### src/common/pwm_timer_pkg.sv
// constants shared by the master/slave pwm timer unit
package pwm_timer_pkg;
    // ------------------------------------------------------------
    // structure
    // ------------------------------------------------------------
    localparam int CHANNELS  = 4;
    localparam int CNT_W     = 16;
    localparam int TAP_COUNT = 16;   // taps for clk/2^0 .. clk/2^15
    localparam int TAP_SEL_W = 4;
    localparam int DIV_W     = 15;
    localparam int SRC_W     = 2;
    // ------------------------------------------------------------
    // channel roles
    // ------------------------------------------------------------
    localparam int FIRST_MASTER  = 0;
    localparam int SECOND_MASTER = 2;
    localparam int ALT_SOURCE_CH = 1;
    localparam int LAST_CHANNEL  = 3;
    // ------------------------------------------------------------
    // channel 1 count clock sources
    // ------------------------------------------------------------
    localparam logic [SRC_W-1:0] SRC_PRESCALER = 2'h0;
    localparam logic [SRC_W-1:0] SRC_SUBCLOCK  = 2'h1;
    localparam logic [SRC_W-1:0] SRC_LOWSPEED  = 2'h2;
    // ------------------------------------------------------------
    // reset and step values
    // ------------------------------------------------------------
    localparam logic [CNT_W-1:0] COUNT_RESET = 16'h0000;
    localparam logic [CNT_W-1:0] COUNT_ONE   = 16'h0001;
    localparam logic [DIV_W-1:0] DIV_RESET   = 15'h0000;
    localparam logic [DIV_W-1:0] DIV_ONE     = 15'h0001;
endpackage

### src/common/count_tick_if.sv
// carrier between the unit core and its count clock prescaler
`timescale 1ns/1ps
`default_nettype none
interface count_tick_if;
    logic                                  enable;
    logic [pwm_timer_pkg::TAP_COUNT-1:0]   tap;
    modport source (input enable, output tap);
    modport sink   (output enable, input tap);
endinterface
`default_nettype wire

### src/core/count_prescaler.sv
// prescaler producing one-cycle tick pulses at clk/2^k
`timescale 1ns/1ps
`default_nettype none
module count_prescaler (
    input  wire logic        core_clk,
    input  wire logic        rst,
    count_tick_if.source     ticks
);
    logic [pwm_timer_pkg::DIV_W-1:0]     divCount_q;
    logic [pwm_timer_pkg::TAP_COUNT-1:0] tap_q;
    logic [pwm_timer_pkg::TAP_COUNT-1:0] tap_d;

    // ------------------------------------------------------------
    // divider chain
    // ------------------------------------------------------------
    // held at zero while the clock supply is off so taps restart aligned
    always_ff @(posedge core_clk or posedge rst) begin
        if (rst) begin
            divCount_q <= pwm_timer_pkg::DIV_RESET;
        end else if (!ticks.enable) begin
            divCount_q <= pwm_timer_pkg::DIV_RESET;
        end else begin
            divCount_q <= divCount_q + pwm_timer_pkg::DIV_ONE;
        end
    end

    // one tap per power of two, all low bits set marks the pulse
    assign tap_d[0] = ticks.enable;
    for (genvar k = 1; k < pwm_timer_pkg::TAP_COUNT; k++) begin : g_tap
        assign tap_d[k] = ticks.enable & (&divCount_q[k-1:0]);
    end

    always_ff @(posedge core_clk or posedge rst) begin
        if (rst) begin
            tap_q <= '0;
        end else begin
            tap_q <= tap_d;
        end
    end
    assign ticks.tap = tap_q;
endmodule
`default_nettype wire

### src/core/pwm_timer_unit.sv
// four channel 16-bit timer unit in master/slave pwm output mode
`timescale 1ns/1ps
`default_nettype none
module pwm_timer_unit #(
    parameter int CH = pwm_timer_pkg::CHANNELS,
    parameter int W  = pwm_timer_pkg::CNT_W
) (
    input  wire logic                                     core_clk,
    input  wire logic                                     rst,
    input  wire logic                                     unit0_clock_supply_enable,
    input  wire logic [CH-1:0][pwm_timer_pkg::TAP_SEL_W-1:0] tapSelect,
    input  wire logic [pwm_timer_pkg::SRC_W-1:0]          channel1Source,
    input  wire logic                                     subClockTick,
    input  wire logic                                     lowSpeedTick,
    input  wire logic                                     channel2IsMaster,
    input  wire logic [CH-1:0][W-1:0]                     channelDataReg,
    input  wire logic [CH-1:0]                            output_level_select,
    input  wire logic [CH-1:0]                            channel_start_trigger_reg,
    input  wire logic [CH-1:0]                            channel_stop_trigger_reg,
    output logic      [CH-1:0]                            timerOut,
    output logic      [CH-1:0]                            channelIrq,
    output logic      [CH-1:0]                            channelRunning,
    output logic      [CH-1:0][W-1:0]                     channelCountReg
);
    // ------------------------------------------------------------
    // helpers
    // ------------------------------------------------------------
    // channel 0 always a master, channel 2 on request
    function automatic logic isMaster(input int ch, input logic ch2m);
        return (ch == pwm_timer_pkg::FIRST_MASTER) ||
               ((ch == pwm_timer_pkg::SECOND_MASTER) && ch2m);
    endfunction

    // only the last channel may follow the second master
    function automatic int masterOf(input int ch, input logic ch2m);
        return ((ch == pwm_timer_pkg::LAST_CHANNEL) && ch2m) ?
               pwm_timer_pkg::SECOND_MASTER : pwm_timer_pkg::FIRST_MASTER;
    endfunction

    // ------------------------------------------------------------
    // count clock
    // ------------------------------------------------------------
    count_tick_if tickBus ();
    assign tickBus.enable = unit0_clock_supply_enable;

    count_prescaler u_prescaler (
        .core_clk (core_clk),
        .rst      (rst),
        .ticks    (tickBus.source)
    );

    logic [CH-1:0]        ownTick;
    logic [CH-1:0]        countTick;
    logic [CH-1:0]        startEv;
    logic [CH-1:0]        periodEv;
    logic [CH-1:0]        trig;
    logic [CH-1:0]        activeD;
    logic [CH-1:0]        running_q;
    logic [CH-1:0]        armed_q;
    logic [CH-1:0]        active_q;
    logic [CH-1:0]        irq_q;
    logic [CH-1:0]        out_q;
    logic [CH-1:0][W-1:0] cnt_q;

    for (genvar c = 0; c < CH; c++) begin : g_ch
        // alternate sources feed channel 1's own tick only, unused since channel 1 counts on channel 0's tick
        if (c == pwm_timer_pkg::ALT_SOURCE_CH) begin : g_alt
            assign ownTick[c] =
                (channel1Source == pwm_timer_pkg::SRC_SUBCLOCK) ? subClockTick :
                (channel1Source == pwm_timer_pkg::SRC_LOWSPEED) ? lowSpeedTick :
                tickBus.tap[tapSelect[c]];
        end else begin : g_tap
            assign ownTick[c] = tickBus.tap[tapSelect[c]];
        end

        // a slave counts on its master's clock so widths stay in period units
        assign countTick[c] = unit0_clock_supply_enable & running_q[c] &
            (isMaster(c, channel2IsMaster) ? ownTick[c]
                                           : ownTick[masterOf(c, channel2IsMaster)]);

        assign startEv[c] = unit0_clock_supply_enable & channel_start_trigger_reg[c] &
                            !channel_stop_trigger_reg[c] & !running_q[c];

        // period boundary: start, or the tick after reaching zero
        assign periodEv[c] = isMaster(c, channel2IsMaster) &
            (startEv[c] | (countTick[c] & (cnt_q[c] == pwm_timer_pkg::COUNT_RESET)));

        // slave is retriggered at every period boundary of its master
        assign trig[c] = !isMaster(c, channel2IsMaster) &
            (running_q[c] | startEv[c]) & !channel_stop_trigger_reg[c] &
            periodEv[masterOf(c, channel2IsMaster)];

        // next active level; zero data gives no pulse at all
        assign activeD[c] =
            (!unit0_clock_supply_enable || channel_stop_trigger_reg[c]) ? 1'b0 :
            trig[c] ? (channelDataReg[c] != pwm_timer_pkg::COUNT_RESET) :
            (countTick[c] && cnt_q[c] == pwm_timer_pkg::COUNT_ONE) ? 1'b0 :
            active_q[c];

        // ------------------------------------------------------------
        // run state
        // ------------------------------------------------------------
        // stop wins over a start written in the same cycle
        always_ff @(posedge core_clk or posedge rst) begin
            if (rst) begin
                running_q[c] <= 1'b0;
            end else if (!unit0_clock_supply_enable || channel_stop_trigger_reg[c]) begin
                running_q[c] <= 1'b0;
            end else if (channel_start_trigger_reg[c]) begin
                running_q[c] <= 1'b1;
            end
        end

        // ------------------------------------------------------------
        // counter
        // ------------------------------------------------------------
        // own 16-bit down counter per channel, reloaded from its data
        always_ff @(posedge core_clk or posedge rst) begin
            if (rst) begin
                cnt_q[c]   <= pwm_timer_pkg::COUNT_RESET;
                armed_q[c] <= 1'b0;
            end else if (!unit0_clock_supply_enable) begin
                armed_q[c] <= 1'b0;
            end else if (startEv[c] || periodEv[c] || trig[c]) begin
                cnt_q[c]   <= channelDataReg[c];
                armed_q[c] <= !isMaster(c, channel2IsMaster);
            end else if (countTick[c]) begin
                if (cnt_q[c] != pwm_timer_pkg::COUNT_RESET) begin
                    cnt_q[c] <= cnt_q[c] - pwm_timer_pkg::COUNT_ONE;
                end else begin
                    armed_q[c] <= 1'b0; // expired slave waits for next trigger
                end
            end
        end

        // ------------------------------------------------------------
        // interrupt and pin
        // ------------------------------------------------------------
        always_ff @(posedge core_clk or posedge rst) begin
            if (rst) begin
                irq_q[c]    <= 1'b0;
                active_q[c] <= 1'b0;
                out_q[c]    <= 1'b0;
            end else begin
                irq_q[c] <= periodEv[c] |
                    (armed_q[c] & !trig[c] & countTick[c] &
                     (cnt_q[c] == pwm_timer_pkg::COUNT_RESET));
                active_q[c] <= activeD[c];
                // inverted level turns the width into period minus slave data
                out_q[c] <= activeD[c] ^ output_level_select[c];
            end
        end
    end

    assign timerOut        = out_q;
    assign channelIrq      = irq_q;
    assign channelRunning  = running_q;
    assign channelCountReg = cnt_q;
endmodule
`default_nettype wire

### config.mk
export PLATFORM = sky130hd
export DESIGN_NAME = pwm_timer_unit
export DESIGN_NICKNAME = d
export VERILOG_FILES = /design/src/common/pwm_timer_pkg.sv /design/src/common/count_tick_if.sv /design/src/core/count_prescaler.sv /design/src/core/pwm_timer_unit.sv
export SDC_FILE = /design/constraint.sdc
export NUM_CORES = 1
export LEC_CHECK = 0
export ABC_AREA = 1
export ABC_CLOCK_PERIOD_IN_PS = 4730
export BUFFER_PORTS_ARGS = -buffer_cell sky130_fd_sc_hd__buf_2
export CAP_MARGIN = 20
export CORE_MARGIN = 1
export CORE_UTILIZATION = 50
export DETAILED_ROUTE_END_ITERATION = 12
export HOLD_SLACK_MARGIN = 0.1
export PLACE_DENSITY = 0.86
export SKIP_CTS_REPAIR_TIMING = 1
export SYNTH_ARGS = -nofsm -noshare
export SYNTH_HDL_FRONTEND = slang
export SYNTH_SLANG_ARGS = --single-unit
### constraint.sdc
create_clock -name core_clk -period 4.73 [get_ports core_clk]
set_clock_uncertainty 0.2 [all_clocks]
set_input_delay 0 -clock core_clk [delete_from_list [all_inputs] [get_ports core_clk]]
set_output_delay 0 -clock core_clk [all_outputs]
set_load 0.05 [all_outputs]
==> impl_results.md <==
- Remaining DRCs: 0
- Maxcap violations: 0
- Storage element area: 0.002853 mm²
- Hold path cells: 6
- HP Class: primary input to register
- Hold slack: 0.07846 ns
- Clock Tree Root: clkbuf_16
- Worst Slack Setup Final: 0.3797 ns
- Die Ht: 123.8 µm
- Yosys warning total: 0
- Crit path max-delay cell type: dlygate4sd3_1
- Initial Util: 51.23%
- Vias in the first global route: 6,571
- Post-synth top flop: dfrtp_1
- Non-Filler Instances: 1,440
- CP Buf/Inv Count: 6
- Power density over cell area: 521.3 mW/mm²
- Async S/R FF share, synth: 100.0%
- Register area share after synthesis: 38.46%
- IO buf count: 163
- Site Rows: 44
- Worst path max stage delay: 0.55 ns
- Critical-path cell list: dlygate4sd3_1, buf_2, inv_1, nor2_1, nand3b_1, nand2_4, inv_2, nand2_2, nand3_4, nand2_1, nand3_1, nand2_1, dlygate4sd3_1, nand2_1, dlygate4sd3_1
- Crit path time final: 4.350 ns
- Critical path's top delay family: buffers and inverters
- Mapped Nets: 1,107
- Reg2reg end: timerOut[3]$_DFF_PP0_
- Slew HR: 39.55%
- GR Util All Layers: 24.89%
- DR iter-0 viols: 650
- GPL Wtd Cong: 0.9523
- First-pass GRT wire length: 29,780 µm
- Critical Path Start: unit0_clock_supply_enable
- Critical path endpoint category: register
- Cells after Synth: 993
- Hold Path Sink: armed_q[2]$_DFFE_PP0P_
- Die X: 123.8 µm
- Highest fanout seen on the critical path: 36
- Register bit total from synthesis: 114
- CP Depth: 15
- Startpoint Class: primary input
- Pre-antenna DRT Iters: 5
- Crit path DAT: 4.45 ns
- Core ar.: 0.01448 mm²
- Final HPWL DP: 13,040 µm
- Status: completed
- Final std cell area, no fill: 0.009803 mm²
- Avg WL per Cell: 14.88 µm
- Vias per cell: 5.391
- Post-Syn Area per Cell: 7.469 µm²
- Place WS: 1.477 ns
- P_leak: 5.033 nW
- Setup slack on the worst flop-to-flop path: 0.71 ns
- Fill cell count: 1,111
- Final wirelength: 21,420 µm
- Number of synthesized flops with an enable pin: 0
- Clk_lat worst skew: 0.42 ns
- CTS Sinks: 114
- Critical R2R Launch: channelCountReg[4]$_DFFE_PP0P_
- Share of cells above drive strength 1: 20.54%
- Layout Nets: 1,357
- Pwr Total: 5.111 mW
- Final ANT Viol Nets: 0
- DP Area: 0.008273 mm²
- Maximum VDD drop: 0.0003150 V
- Hold path start: tapSelect[11]
- Dpl cells: 1,309
- Diode count: 0
- FMAX: 0.2299 GHz
- CTS clk-pin slew, worst paths: 0.06 ns
- Bufs on Longest Clock Path: 2
- R2R cell count: 14
- Unrepaired setup endpoints after global routing: no
- CP required: 4.82 ns
- Io pins: 176
- Htree depth: 4
- CTS tree: yes
- Final core utilization: 67.71%
- Worst-Margin Slew: 0.9067 ns
- Setup violators final: 0
- Total CTS buffers: 17
- Total number of vias: 7,763
- GRT overflow: 0
- Final Hold Vio Count: 0
- Initial antenna violation count: 0
- Post-synthesis cell area: 0.007417 mm²
- Pin count of the biggest net entering global routing: 73
- Area grow syn2layout: 32.17%
- Die Area: 0.01533 mm²
- Distinct cell type count after synthesis: 40
- Final period util: 91.97%
- Crit path kind: primary input to register
- Final Slew Violations: 0
- Area of the multi-input gates: 0.003764 mm²
- Setup TNS: 0 ns
-- worst max-delay path by stage --
stage	slack, ns	to
after floorplan	1.51	active_q[0]$_DFF_PP0_
after global placement	1.56	channelCountReg[60]$_DFFE_PP0P_
after detailed placement	1.48	channelCountReg[63]$_DFFE_PP0P_
after CTS	1.71	channelCountReg[63]$_DFFE_PP0P_
after global routing	0.02	timerOut[3]$_DFF_PP0_
final	0.38	timerOut[3]$_DFF_PP0_
-- Yosys cell counts, types with 12 or more instances --
| master | count | area [µm²] |
|---|---|---|
| ha_1 | 14 | 175.2 |
| dfrtp_1 | 114 | 2853 |
| nand2_2 | 12 | 75.07 |
| xor2_1 | 34 | 297.8 |
| inv_1 | 154 | 578.1 |
| nand2_1 | 201 | 754.5 |
| nor2_1 | 96 | 360.4 |
| nand4_1 | 31 | 193.9 |
| o21ai_0 | 48 | 240.2 |
| nand3_1 | 85 | 425.4 |
| nor3_1 | 25 | 125.1 |
| a21oi_1 | 15 | 75.07 |
| nand3b_1 | 18 | 135.1 |
| o211ai_1 | 13 | 97.59 |
| nand3_2 | 15 | 150.1 |
-- report_power, final --
part           switching, mW  internal [mW]
logic                   1.68          0.721
clock network          0.443          0.736
registers              0.324           1.21
total                   2.44           2.67
-- per-layer routing --
metal  wire, µm  track usage, %  vias up  part of all wire [%]
met5          0               0        -                     0
met4        605           10.62        0                   2.8
met3       1709           6.410       61                   8.0
met2      10460           40.45      390                    49
met1       8647           31.23     3600                    40
li1           -               -     3712                     -
-- flip-flops by register name, indices dropped and copies added, names as in the netlist --
name                    cells
channelIrq                  4
u_prescaler.ticks.tap      16
channelRunning              4
armed_q                     3
timerOut                    4
u_prescaler.divCount_q     15
active_q                    4
channelCountReg            64
-- placed cells by master (no fill, tap or decap), types with 13 or more instances in the layout --
master / count
a21oi_1: 15
buf_2: 163
clkbuf_16: 17
dfrtp_1: 114
dlygate4sd3_1: 99
ha_1: 14
inv_1: 153
nand2_1: 201
nand3_1: 85
nand3_2: 15
nand3b_1: 18
nand4_1: 31
nor2_1: 96
nor3_1: 25
o211ai_1: 13
o21ai_0: 48
xor2_1: 34
-- cell families (layout without fill, tap and decap cells) --
logic type	after synthesis	in the layout	share of synthesized area (%)
and+or+nand+nor	513	513	33.35
buffers and inverters	191	454	10.80
AOI/OAI and AO/OA	116	116	9.717
DFF	114	114	38.46
xor gates and xnor gates	45	45	5.314
adders and majority gates	14	14	2.362
-- worst reg2reg max path, delay by kind of cell, from the launching register on --
kind,cells,cell delay [ns]
flops,1,0.45
simple gates,11,1.93
buf+inv,3,1.33
-- cell type report --
cell class,count,area share (%)
clock buffer,28,5.271
tap,184,2.348
multi-input combinational,688,38.39
inverter,158,6.075
timing repair buffer,264,18.58
clock inverter,4,0.2297
sequential,114,29.10
(Power assumes the default switching activity.)
